**src/dimr_cfg.svh**
```systemverilog
// Constants of the digital input register bank: offsets, field positions, timing.
// Assumes a 125 MHz core clock and register numbers as seen by the request port.
`ifndef DIMR_CFG_SVH
`define DIMR_CFG_SVH

`define DIMR_REG_COMMAND        16'h07D6
`define DIMR_REG_ERROR_SUMMARY  16'h1F3C
`define DIMR_REG_FAULT_DETAIL   16'h1F3D
`define DIMR_REG_INPUT_STATES   16'h1F40

`define DIMR_CMD_CLEAR_BIT      7
`define DIMR_SUM_ERROR_BIT      0
`define DIMR_DIAG_UNDERVOLT_BIT 2
`define DIMR_DIAG_SURGE_BIT     3
`define DIMR_DIAG_OVERLOAD_BIT  4
`define DIMR_DIAG_OVERTEMP_BIT  10

`define DIMR_EXC_NONE           8'h00
`define DIMR_EXC_ILLEGAL_FUNC   8'h01
`define DIMR_EXC_ILLEGAL_ADDR   8'h02
`define DIMR_EXC_ILLEGAL_VALUE  8'h03

`define DIMR_FACTORY_SWITCH     4'hF
`define DIMR_MAX_CONN           8

`define DIMR_CLK_MHZ            125
`define DIMR_CONN_READY_MS      350
`define DIMR_CYCLIC_READY_MS    500
// Cycles per millisecond is MHz times 1000; kept in that order so no product leaves 32 bits
`define DIMR_CONN_READY_CYC     (`DIMR_CONN_READY_MS * `DIMR_CLK_MHZ * 1000)
`define DIMR_CYCLIC_READY_CYC   (`DIMR_CYCLIC_READY_MS * `DIMR_CLK_MHZ * 1000)

`endif

```
**src/dimr_pkg.sv**
```systemverilog
// Types of the digital input register bank.
// Assumes dimr_cfg.svh supplies all numeric constants.
package dimr_pkg;

  typedef enum logic [1:0] {
    DIMR_OP_NONE,
    DIMR_OP_READ,
    DIMR_OP_WRITE
  } dimr_op_type;

  typedef enum logic [1:0] {
    DIMR_BOOT,
    DIMR_CONN_OK,
    DIMR_CYCLIC_OK
  } dimr_boot_type;

endpackage

```
**src/dimr_regbank.sv**
```systemverilog
// Register bank of a sixteen-input station, served to Modbus/TCP connections.
// Assumes the protocol stack hands over one decoded register access at a time.
//
// Overview of operation
// - Writes to read-only words rejected, exception 02
// - Command must be one-hot, else error
// - Command word is write-only
// - Command bit 7 clears latched fault
// - Summary bit 0 set while any error
// - Fault bit 2 tracks supply undervoltage
// - Fault bit 3 tracks supply surge
// - Fault bit 4 flags supply overload
// - Fault bit 10 flags overtemperature
// - Inputs 1-8 low byte, 9-16 high
// - Words big-endian, one word per register
// - Byte-wide items sit in low byte
// - High byte of byte items reads zero
// - Connection requests served within 350 ms
// - Cyclic connection possible within 500 ms
// - Switch position 0F restores delivery defaults
// - Indicator code: byte digit, bit digit
// - Up to eight connections, any register
`timescale 1ns/1ns
`include "dimr_cfg.svh"
module dimr_regbank
  import dimr_pkg::*;
#(
  parameter int unsigned CONN_CYC   = `DIMR_CONN_READY_CYC,
  parameter int unsigned CYCLIC_CYC = `DIMR_CYCLIC_READY_CYC
)
(
  input  wire logic        i_core_clk,
  input  wire logic        i_rst_n,
  input  wire logic        i_req_valid,
  input  wire logic        i_req_write,
  input  wire logic [2:0]  i_req_conn,
  input  wire logic [15:0] i_req_addr,
  input  wire logic [15:0] i_req_wdata,
  input  wire logic [15:0] i_input_terminal_number,
  input  wire logic        i_sensor_supply_rail_undervolt,
  input  wire logic        i_sensor_supply_rail_surge,
  input  wire logic        i_sensor_supply_rail_overload,
  input  wire logic        i_overtemp,
  input  wire logic [3:0]  i_rotary_switch,
  output logic             o_rsp_valid,
  output logic [2:0]       o_rsp_conn,
  output logic [15:0]      o_rsp_rdata,
  output logic [7:0]       o_rsp_exception,
  output logic             o_cmd_error,
  output logic             o_factory_reset,
  output logic             o_conn_ready,
  output logic             o_cyclic_ready,
  output logic [15:0]      o_input_leds
);

  typedef struct packed {
    logic        rsp_valid;
    logic [2:0]  rsp_conn;
    logic [15:0] rsp_rdata;
    logic [7:0]  rsp_exception;
    logic        cmd_error;
    logic        overload_latch;
    logic        overtemp_latch;
    logic        factory_reset;
    logic        conn_ready;
    logic        cyclic_ready;
    logic [15:0] input_leds;
  } dimr_bank_state_type;

  dimr_bank_state_type state_q;
  dimr_bank_state_type state_d;

  logic        cmd_one_hot;
  logic        boot_conn_ready;
  logic        boot_cyclic_ready;
  logic [15:0] fault_word;
  logic        clear_cmd;

  function automatic logic dimr_is_read_only(input logic [15:0] addr);
    dimr_is_read_only = (addr == `DIMR_REG_ERROR_SUMMARY) || (addr == `DIMR_REG_FAULT_DETAIL) ||
                        (addr == `DIMR_REG_INPUT_STATES);
  endfunction

  function automatic logic dimr_is_command(input logic [15:0] addr);
    dimr_is_command = (addr == `DIMR_REG_COMMAND);
  endfunction

  dimr_onehot_chk u_dimr_onehot_chk
  (
    .i_value   (i_req_wdata),
    .o_one_hot (cmd_one_hot)
  );

  dimr_boot_timer #(
    .CONN_CYC   (CONN_CYC),
    .CYCLIC_CYC (CYCLIC_CYC)
  ) u_dimr_boot_timer (
    .i_core_clk     (i_core_clk),
    .i_rst_n        (i_rst_n),
    .o_conn_ready   (boot_conn_ready),
    .o_cyclic_ready (boot_cyclic_ready)
  );

  // Live supply levels plus latched overload and overtemperature
  always_comb
  begin
    fault_word = 16'h0000;
    fault_word[`DIMR_DIAG_UNDERVOLT_BIT] = i_sensor_supply_rail_undervolt;
    fault_word[`DIMR_DIAG_SURGE_BIT]     = i_sensor_supply_rail_surge;
    fault_word[`DIMR_DIAG_OVERLOAD_BIT]  = state_q.overload_latch;
    fault_word[`DIMR_DIAG_OVERTEMP_BIT]  = state_q.overtemp_latch;
  end

  assign clear_cmd = i_req_valid && i_req_write && dimr_is_command(i_req_addr) &&
                     state_q.conn_ready && cmd_one_hot && i_req_wdata[`DIMR_CMD_CLEAR_BIT];

  always_comb
  begin
    state_d = state_q;
    state_d.rsp_valid     = 1'b0;
    state_d.conn_ready    = boot_conn_ready;
    state_d.cyclic_ready  = boot_cyclic_ready;
    state_d.factory_reset = (i_rotary_switch == `DIMR_FACTORY_SWITCH);
    // Byte digit selects the half, bit digit the lamp
    state_d.input_leds    = i_input_terminal_number;

    // Clear first, then set: an event in the clearing cycle survives
    if (clear_cmd)
    begin
      state_d.overload_latch = 1'b0;
      state_d.overtemp_latch = 1'b0;
      state_d.cmd_error      = 1'b0;
    end
    if (i_sensor_supply_rail_overload)
      state_d.overload_latch = 1'b1;
    if (i_overtemp)
      state_d.overtemp_latch = 1'b1;

    // Any connection may reach any register; one access per cycle
    if (i_req_valid && state_q.conn_ready)
    begin
      state_d.rsp_valid     = 1'b1;
      state_d.rsp_conn      = i_req_conn;
      state_d.rsp_rdata     = 16'h0000;
      state_d.rsp_exception = `DIMR_EXC_NONE;
      if (i_req_write)
      begin
        if (dimr_is_command(i_req_addr))
        begin
          if (!cmd_one_hot)
          begin
            state_d.cmd_error     = 1'b1;
            state_d.rsp_exception = `DIMR_EXC_ILLEGAL_VALUE;
          end
        end
        else if (dimr_is_read_only(i_req_addr))
          state_d.rsp_exception = `DIMR_EXC_ILLEGAL_ADDR;
        else
          state_d.rsp_exception = `DIMR_EXC_ILLEGAL_ADDR;
      end
      else
      begin
        unique case (i_req_addr)
          `DIMR_REG_ERROR_SUMMARY:
            state_d.rsp_rdata = {15'h0000, (|fault_word) | state_q.cmd_error};
          `DIMR_REG_FAULT_DETAIL:
            state_d.rsp_rdata = fault_word;
          `DIMR_REG_INPUT_STATES:
            // Bit i of the word is input i+1; big-endian on the wire
            state_d.rsp_rdata = i_input_terminal_number;
          default:
            // Command word is never read back
            state_d.rsp_exception = `DIMR_EXC_ILLEGAL_ADDR;
        endcase
      end
    end
  end

  always_ff @(posedge i_core_clk)
  begin
    if (!i_rst_n)
    begin
      state_q.rsp_valid      <= 1'b0;
      state_q.rsp_conn       <= 3'h0;
      state_q.rsp_rdata      <= 16'h0000;
      state_q.rsp_exception  <= 8'h00;
      state_q.cmd_error      <= 1'b0;
      state_q.overload_latch <= 1'b0;
      state_q.overtemp_latch <= 1'b0;
      state_q.factory_reset  <= 1'b0;
      state_q.conn_ready     <= 1'b0;
      state_q.cyclic_ready   <= 1'b0;
      state_q.input_leds     <= 16'h0000;
    end
    else
      state_q <= state_d;
  end

  // Whole-word registers; no byte-wide items exist here, so hold trivially
  assign o_rsp_valid     = state_q.rsp_valid;
  assign o_rsp_conn      = state_q.rsp_conn;
  assign o_rsp_rdata     = state_q.rsp_rdata;
  assign o_rsp_exception = state_q.rsp_exception;
  assign o_cmd_error     = state_q.cmd_error;
  assign o_factory_reset = state_q.factory_reset;
  assign o_conn_ready    = state_q.conn_ready;
  assign o_cyclic_ready  = state_q.cyclic_ready;
  assign o_input_leds    = state_q.input_leds;

endmodule

```
**src/dimr_onehot_chk.sv**
```systemverilog
// One-hot check of a written command word.
// Assumes a purely combinational use inside the register bank.
`timescale 1ns/1ns
module dimr_onehot_chk
(
  input  wire logic [15:0] i_value,
  output logic             o_one_hot
);

  logic [4:0] count;

  always_comb
  begin
    count = 5'h00;
    for (int i = 0; i < 16; i++)
    begin
      count = count + {4'h0, i_value[i]};
    end
    o_one_hot = (count == 5'h01);
  end

endmodule

```
**src/dimr_boot_timer.sv**
```systemverilog
// Start-up timer: marks when connection requests and cyclic links may begin.
// Assumes reset is released when power is good.
`timescale 1ns/1ns
`include "dimr_cfg.svh"
module dimr_boot_timer
  import dimr_pkg::*;
#(
  parameter int unsigned CONN_CYC   = `DIMR_CONN_READY_CYC,
  parameter int unsigned CYCLIC_CYC = `DIMR_CYCLIC_READY_CYC
)
(
  input  wire logic i_core_clk,
  input  wire logic i_rst_n,
  output logic      o_conn_ready,
  output logic      o_cyclic_ready
);

  typedef struct packed {
    dimr_boot_type phase;
    logic [31:0]   count;
  } dimr_boot_state_type;

  dimr_boot_state_type state_q;
  dimr_boot_state_type state_d;

  always_comb
  begin
    state_d = state_q;
    unique case (state_q.phase)
      DIMR_BOOT:
      begin
        state_d.count = state_q.count + 32'h1;
        if (state_q.count >= CONN_CYC - 1)
          state_d.phase = DIMR_CONN_OK;
      end
      DIMR_CONN_OK:
      begin
        state_d.count = state_q.count + 32'h1;
        if (state_q.count >= CYCLIC_CYC - 1)
          state_d.phase = DIMR_CYCLIC_OK;
      end
      DIMR_CYCLIC_OK:
        state_d.count = state_q.count;
      default:
        state_d.phase = DIMR_BOOT;
    endcase
  end

  always_ff @(posedge i_core_clk)
  begin
    if (!i_rst_n)
    begin
      state_q.phase <= DIMR_BOOT;
      state_q.count <= 32'h0;
    end
    else
      state_q <= state_d;
  end

  assign o_conn_ready   = (state_q.phase != DIMR_BOOT);
  assign o_cyclic_ready = (state_q.phase == DIMR_CYCLIC_OK);

endmodule

```
**config.mk**
```make
export PLATFORM = sky130hd
export DESIGN_NAME = dimr_regbank
export DESIGN_NICKNAME = d
export VERILOG_FILES = /design/src/dimr_pkg.sv /design/src/dimr_regbank.sv /design/src/dimr_onehot_chk.sv /design/src/dimr_boot_timer.sv
export VERILOG_INCLUDE_DIRS = /design/src
export SDC_FILE = /design/constraint.sdc
export NUM_CORES = 1
export LEC_CHECK = 0
export BUFFER_PORTS_ARGS = -buffer_cell sky130_fd_sc_hd__buf_2
export CORE_ASPECT_RATIO = 1.5
export CORE_UTILIZATION = 51
export DETAILED_ROUTE_END_ITERATION = 7
export PLACE_DENSITY_LB_ADDON = 0.08
export SYNTH_ARGS = -nofsm -noshare
export SYNTH_HDL_FRONTEND = slang
export SYNTH_SLANG_ARGS = --single-unit
```
**constraint.sdc**
```tcl
create_clock -name i_core_clk -period 6.92 [get_ports i_core_clk]
set_input_delay 1.384 -clock i_core_clk [delete_from_list [all_inputs] [get_ports i_core_clk]]
set_output_delay 1.384 -clock i_core_clk [all_outputs]
set_load 0.01 [all_outputs]
```
==> summary.md, run 1 <==
| Metric | Value |
|---|---|
| Skew-Pair Late Insertion Delay | `0.35 ns` |
| Cts repair resizes | `0` |
| Fin util | `0.6367` |
| P_leak | `2.059 nW` |
| Delay-heaviest family, CP | `adder cells` |
| Largest net degree at the start of global routing | `42` |
| Detailed-route via count | `3,041` |
| CP cell instances | `buf_2 -> ha_1 -> inv_1 -> fa_1 -> inv_1 -> fa_1 -> fa_1 -> inv_1 -> fa_1 -> inv_1 -> fa_1 -> fa_1 -> or4b_2 -> a21oi_1 -> a31oi_1 -> o21a_1` |
| Crit path required time | `7.17 ns` |
| Die W | `70.93 um` |
| Pwr dens | `215.0 mW/mm^2` |
| # clock sinks | `78` |
| Minimum clock period | `5.663 ns` |
| Overall routing resource usage | `0.2134` |
| Critical Path AT | `5.91 ns` |
| TritonCTS Buffers | `9` |
| Min-Delay Path Class | `reg2reg` |
| CTS H-tree lvls | `3` |
| Synth cell count leaders | `dfxtp_1 (78), nand2_1 (48), nor2_1 (44)` |
| Number of max-cap violations | `0` |
| Port Buffers | `104` |
| Post-synth top area cell | `dfxtp_1` |
| DR WL/cell | `12.40 um` |
| Vias in the first global route | `2,878` |
| Non-filler cells, final | `593` |
| I/O Pins | `111` |
| Worst-path clk slew | `0.08 ns` |
| CTS root buffer | `clkbuf_8` |
| Fin crit share | `0.8183` |
| Crit-path most repeated cell | `fa_1` |
| Area growth syn-to-layout | `20.83%` |
| Number of cells after detailed placement | `577` |
| Outcome | `finished, violations left` |
| Sequential element share of the synthesized area | `0.4296` |
| Mean Syn Cell Area | `8.909 um^2` |
| Final Hold Vio Count | `0` |
| Top-count cell post-synth | `dfxtp_1` |
| Yosys cell types | `54` |
| Mapped cell area | `0.003635 mm^2` |
| Post-Syn Instances | `408` |
| Slew Limit Fails | `0` |
| Max Clk Rate | `176.6 MHz` |
| First-pass GRT wire length | `12,720 um` |
| DRC errors left | `26` |
| Slowest CP cell | `or4b_2` |
| Failing checks | `design-rule violations` |
| Slew HR | `0.2984` |
| Share of layout cells above drive strength 1 | `0.2835` |
| Drt pass-1 iters | `6` |
| Total Power | `0.9441 mW` |
| VDD IR max | `0.1093 mV` |
| Final instance area | `0.004392 mm^2` |
| CP Capture Type | `register` |
| Max Buffers Root-to-Sink | `2` |
| Vias per cell | `5.128` |
| Placer Congestion | `0.8226` |
| Synth top area share | `0.4296` |
| Post-CTS setup repair buffer count | `0` |
| Crit-path max FO | `4` |
| CP max stage delay | `0.63 ns` |
| Number of buffers inserted by hold repair at cts | `0` |
| Kind of critical path | `in2reg` |
| Count of final setup violators | `0` |
| Final ANT Viol Nets | `0` |
| Starting density of the core | `0.5269` |
| Post-synth top flop | `dfxtp_1` |
| Actual slew at the worst max-slew pin | `1.049 ns` |
| Critical Path Start Type | `primary input` |
| Drt first-iter violations | `184` |
| Asr flop ratio synth | `0` |
| Ranking of synthesized cells by area | `dfxtp_1 (43%), xor2_1 (5.8%), fa_1 (5.5%), nand2_1 (5.0%), nor2_1 (4.5%)` |
| Final TNS setup | `0 ns` |
| Rows | `37` |
| DRT Wirelength | `7356 um` |
| Dpl cell area | `0.004187 mm^2` |
| Synthesized flop and latch total | `78` |
| Grt ovf | `0` |
| Post-synth EDFFs | `0` |
| Initial antenna violation count | `0` |
| Die Footprint | `0.007476 mm^2` |
| RSZ-0062 raised after global routing | `no` |
| Fin Clk Skew | `0.007370 ns` |
| DP HPWL | `5479 um` |
| CTS tree | `done` |
| Crit path buf inv count | `5` |
| N_diodes | `0` |
| Die Y | `105.4 um` |
| Ys Warns | `0` |
| Final net count | `589` |
| Core ar. | `0.006898 mm^2` |
==> where the power goes <==
part           total, mW  internal [mW]  leakage [nW]  switching, mW
clock              0.349          0.172         0.101          0.177
combinational      0.136         0.0629          1.32         0.0732
sequential         0.459          0.456         0.634        0.00319
total              0.944          0.690          2.06          0.254
==> placed cells by master (no fill, tap or decap), types with 4 or more instances in the layout <==
cell type    n
fa_1        10
nand4b_1     5
and2_1       9
clkbuf_8     9
o21ai_0     10
conb_1       6
xnor2_1      7
dfxtp_1     78
nor4_1       5
inv_1       35
nor3_1       7
nand2_1     48
nor2_1      44
nand4_1     14
xor2_1      24
buf_2      104
nand3_1     15
o21ai_2     10
a21oi_1     11
a32oi_1      4
and3_1       6
ha_1         6
==> tightest hold or removal path, stage by stage (launching register included) <==
cell     delay [ns]
dfxtp_1        0.32
nand2_1        0.04
o21ai_0        0.05
==> flip-flops by register name, indices dropped and copies added (netlist names) <==
register                   flops
u_dimr_boot_timer.state_q     34
o_input_leds                  16
o_rsp_rdata                   16
o_rsp_conn                     3
fault_word                     2
o_rsp_exception                2
o_cmd_error                    1
o_conn_ready                   1
o_cyclic_ready                 1
o_factory_reset                1
o_rsp_valid                    1
==> area by class of cell <==
cell class                      instances  area, um^2
Clock buffer                            9       123.9
Clock inverter                          7       81.33
Fill cell                             644        2506
Inverter                               35       131.4
Multi-Input combinational cell        279        1853
Sequential cell                        78        1562
Tap cell                               78       97.59
Timing Repair Buffer                  107       543.0
==> routing by layer <==
metal  part of all wire  GRT usage  vias up
met4              0.023     0.1000        0
li1                   -          -     1567
met5                  0          0        -
met1               0.42     0.2512     1383
met2               0.50     0.3640       78
met3              0.051    0.04780       13
==> final timing paths <==
check,startpoint,to,slack (ns),depth (start not counted)
setup reg to reg,u_dimr_boot_timer.state_q[5],u_dimr_boot_timer.state_q[31],4.77,5
setup / recovery,i_req_wdata[0],fault_word[10],1.26,16
hold / removal,o_rsp_rdata[0],o_rsp_rdata[0],0.45,2
hold reg to reg,o_rsp_rdata[0],o_rsp_rdata[0],0.45,2
==> kinds of logic (layout without fill, tap and decap cells) <==
logic type,count (synthesis),count (layout),synth area share
compound gates,50,50,0.09535
xor+xnor,31,31,0.07470
fa+ha+maj,16,16,0.07573
buf+inv,56,158,0.06747
flops,78,78,0.4296
mux,1,1,0.002754
other cells,1,6,0.001032
simple gates,175,175,0.2534
==> through the flow <==
stage               worst slack, ns  hold slack (ns)
global route                  1.142           0.4770
finish                        1.257           0.4517
floorplan                     1.178           0.4762
CTS                           1.252           0.4556
detailed placement           0.8933           0.4384
global placement             0.9366           0.4328
Note: power is estimated with default switching activity, not from simulation.
==> run 2: changes to the inputs <==
--- a/config.mk
+++ b/config.mk
@@ -6,9 +6,10 @@
 export SDC_FILE = /design/constraint.sdc
 export NUM_CORES = 1
 export LEC_CHECK = 0
+export ABC_AREA = 1
 export BUFFER_PORTS_ARGS = -buffer_cell sky130_fd_sc_hd__buf_2
 export CORE_ASPECT_RATIO = 1.5
-export CORE_UTILIZATION = 51
+export CORE_UTILIZATION = 54
 export DETAILED_ROUTE_END_ITERATION = 7
 export PLACE_DENSITY_LB_ADDON = 0.08
 export SYNTH_ARGS = -nofsm -noshare
==> constraint.sdc (replaced) <==
create_clock -name i_core_clk -period 5.8 [get_ports i_core_clk]
set_input_delay 1.16 -clock i_core_clk [delete_from_list [all_inputs] [get_ports i_core_clk]]
set_output_delay 1.16 -clock i_core_clk [all_outputs]
set_load 0.01 [all_outputs]
==> summary.md, run 2 <==
| Metric | Value |
|---|---|
| Outcome | `finished, final reports clean` |
| Critical Path Start Type | `primary input` |
| Synth top area share | `0.3570` |
| Share of layout cells above drive strength 1 | `0.1930` |
| CTS root buffer | `clkbuf_16` |
| Sequential element share of the synthesized area | `0.3570` |
| Starting density of the core | `0.5673` |
| Flop2flop setup slack | `4.03 ns` |
| Clk pwr share | `0.442` |
| Pwr dens | `250.3 mW/mm^2` |
| Grt ovf | `0` |
| Port Buffers | `104` |
| Fin crit share | `0.8742` |
| Most Crowded Layer GR | `met2` |
| Kind of critical path | `in2reg` |
| P_leak | `2.412 nW` |
| Core ar. | `0.007710 mm^2` |
| Post-synth EDFFs | `0` |
| First-pass GRT wire length | `17,960 um` |
| Die Footprint | `0.008472 mm^2` |
| Reg2Reg Depth | `4` |
| Hold wc startpoint | `o_rsp_rdata[2]` |
| Post-synth top flop | `dfxtp_1` |
| Slew HR | `0.4592` |
| Mean Syn Cell Area | `6.608 um^2` |
| TritonCTS Buffers | `9` |
| Reg2Reg Launch Point | `o_conn_ready` |
| N_diodes | `0` |
| Worst R2R End | `o_rsp_rdata[9]` |
| CTS tree | `done` |
| Hold Path Sink | `o_rsp_rdata[2]` |
| Met3 Use GR | `0.06822` |
| Drt first-iter violations | `274` |
| Most frequent cells in the layout | `nand2_1 (154), buf_2 (104), nor2_1 (101), inv_1 (93), dfxtp_1 (78)` |
| Initial antenna violation count | `0` |
| Count of final setup violators | `0` |
| Area growth syn-to-layout | `19.77%` |
| Vias per cell | `5.152` |
| Ys Warns | `0` |
| Crit-path max FO | `3` |
| I/O Pins | `111` |
| CTS H-tree lvls | `3` |
| Final Hold Vio Count | `0` |
| Max Buffers Root-to-Sink | `2` |
| GR Util met1 | `0.2966` |
| Cts repair resizes | `0` |
| Hold depth | `2` |
| Overall routing resource usage | `0.2766` |
| Post-CTS setup repair buffer count | `0` |
| Ranking of synthesized cells by area | `dfxtp_1 (36%), nand2_1 (13%), nor2_1 (8.7%), inv_1 (8.0%), nand3_1 (6.8%)` |
| Rows | `39` |
| Critical Path AT | `5.29 ns` |
| Number of max-cap violations | `0` |
| Drt pass-1 iters | `5` |
| Largest net degree at the start of global routing | `31` |
| CP Capture Type | `register` |
| DR WL/cell | `12.80 um` |
| Combinational power share | `0.139` |
| Sw Share | `0.2661` |
| Top reg by flops | `u_dimr_boot_timer.state_q` |
| Number of buffers inserted by hold repair at cts | `0` |
| Number of flip-flops in the largest register | `34` |
| Synthesized flop and latch total | `78` |
| Pint | `0.9624 mW` |
| Crit path required time | `6.02 ns` |
| Max Clk Rate | `197.2 MHz` |
| Post-Syn Instances | `662` |
| DP HPWL | `8521 um` |
| Most common cell after layout, fill and taps aside | `nand2_1` |
| Register share of total power | `0.419` |
| Slew Limit Fails | `0` |
| Worst-path clk slew | `0.06 ns` |
| DRC errors left | `0` |
| Asr flop ratio synth | `0` |
| Final net count | `841` |
| Switching power | `0.3490 mW` |
| Yosys cell types | `32` |
| Placer Congestion | `0.9395` |
| Final ANT Viol Nets | `0` |
| Mapped cell area | `0.004374 mm^2` |
| DRT Wirelength | `11,120 um` |
| Actual slew at the worst max-slew pin | `0.8092 ns` |
| Vias in the first global route | `4,125` |
| Post-synth top area cell | `dfxtp_1` |
| Hold Worst Slack | `0.4669 ns` |
| GRT met2 Usage | `0.4821` |
| # clock sinks | `78` |
| Final TNS setup | `0 ns` |
| VDD IR max | `0.2156 mV` |
| RSZ-0062 raised after global routing | `no` |
| Detailed-route via count | `4,477` |
| CP startpoint | `i_req_wdata[0]` |
| Die W | `75.49 um` |
| Minimum clock period | `5.070 ns` |
| Min-Delay Path Class | `reg2reg` |
| Skew-Pair Late Insertion Delay | `0.35 ns` |
| Top-count cell post-synth | `nand2_1` |
| Synth cell count leaders | `nand2_1 (154), nor2_1 (101), inv_1 (93)` |
| Fin Clk Skew | `0.004779 ns` |
| Die Y | `112.2 um` |
==> run 2: cell types whose count changed after synthesis, sizes merged, moves of 11 or more <==
cell,before,now
nand3,15,60
nor2,45,115
a21oi,11,34
nand2,50,160
o31ai,0,11
xor2,24,2
inv,35,97
==> run 2: per-stage QoR <==
stage	instance area, um^2	power (mW)	cells	setup slack, ns	utilization
after global routing	5239	1.370	869	0.6041	0.6795
after CTS	5239	1.321	869	0.7365	0.6795
after floorplan	4393	0.6844	667	0.7450	-
after global placement	4933	0.7280	853	0.4875	0.6399
final	5239	1.311	869	0.7298	0.6795
after detailed placement	4933	0.7437	853	0.3793	0.6399
==> run 2: kinds of logic after synthesis <==
logic type / after synthesis / synth area share
DFF: 78 / 0.3570
adders and majority gates: 16 / 0.06293
buffers and inverters: 120 / 0.1115
xor gates and xnor gates: 2 / 0.004005
other: 1 / 0.0008573
and+or+nand+nor: 375 / 0.3767
AOI/OAI and AO/OA: 70 / 0.08696
==> run 2: power by group through the flow <==
stage               Clock [mW]  Combinational (mW)  Sequential, mW
finish                   0.579               0.183           0.549
global route             0.612               0.208           0.550
CTS                      0.587               0.184           0.549
detailed placement           0               0.183           0.561
global placement             0               0.167           0.561
floorplan                    0               0.121           0.564
==> run 2: worst max-delay path: stages <==
cell     delay, ns
buf_2         0.10
ha_1          0.27
inv_1         0.05
fa_1          0.48
inv_1         0.05
fa_1          0.48
fa_1          0.51
inv_1         0.05
fa_1          0.48
inv_1         0.05
fa_1          0.41
fa_1          0.46
nor2_1        0.11
nand3_1       0.08
a21oi_1       0.21
nand3_1       0.16
a21oi_1       0.15
nor2_1        0.05
==> run 2: area by class of cell <==
| cell class | instances | area [um^2] |
|---|---|---|
| inverters | 99 | 372.9 |
| multi-input cells | 469 | 2344 |
| well taps | 102 | 127.6 |
| flip-flops and latches | 78 | 1562 |
| repair buffers | 105 | 528.0 |
| clock inverters | 7 | 80.08 |
| clock buffers | 9 | 225.2 |
| fillers | 735 | 2471 |
==> run 2: how the worst max path moves through the flow <==
stage	end	slack, ns	cells past startpoint
floorplan	fault_word[10]	0.74	17
global placement	fault_word[4]	0.49	18
detailed placement	fault_word[10]	0.38	18
CTS	fault_word[10]	0.74	18
global route	fault_word[10]	0.60	18
finish	fault_word[10]	0.73	18
==> run 2: layer usage <==
layer | routed length (um) | vias up
met5 | 0 | -
met1 | 4318 | 2023
met3 | 604 | 34
met2 | 5772 | 126
li1 | - | 2294
met4 | 425 | 0
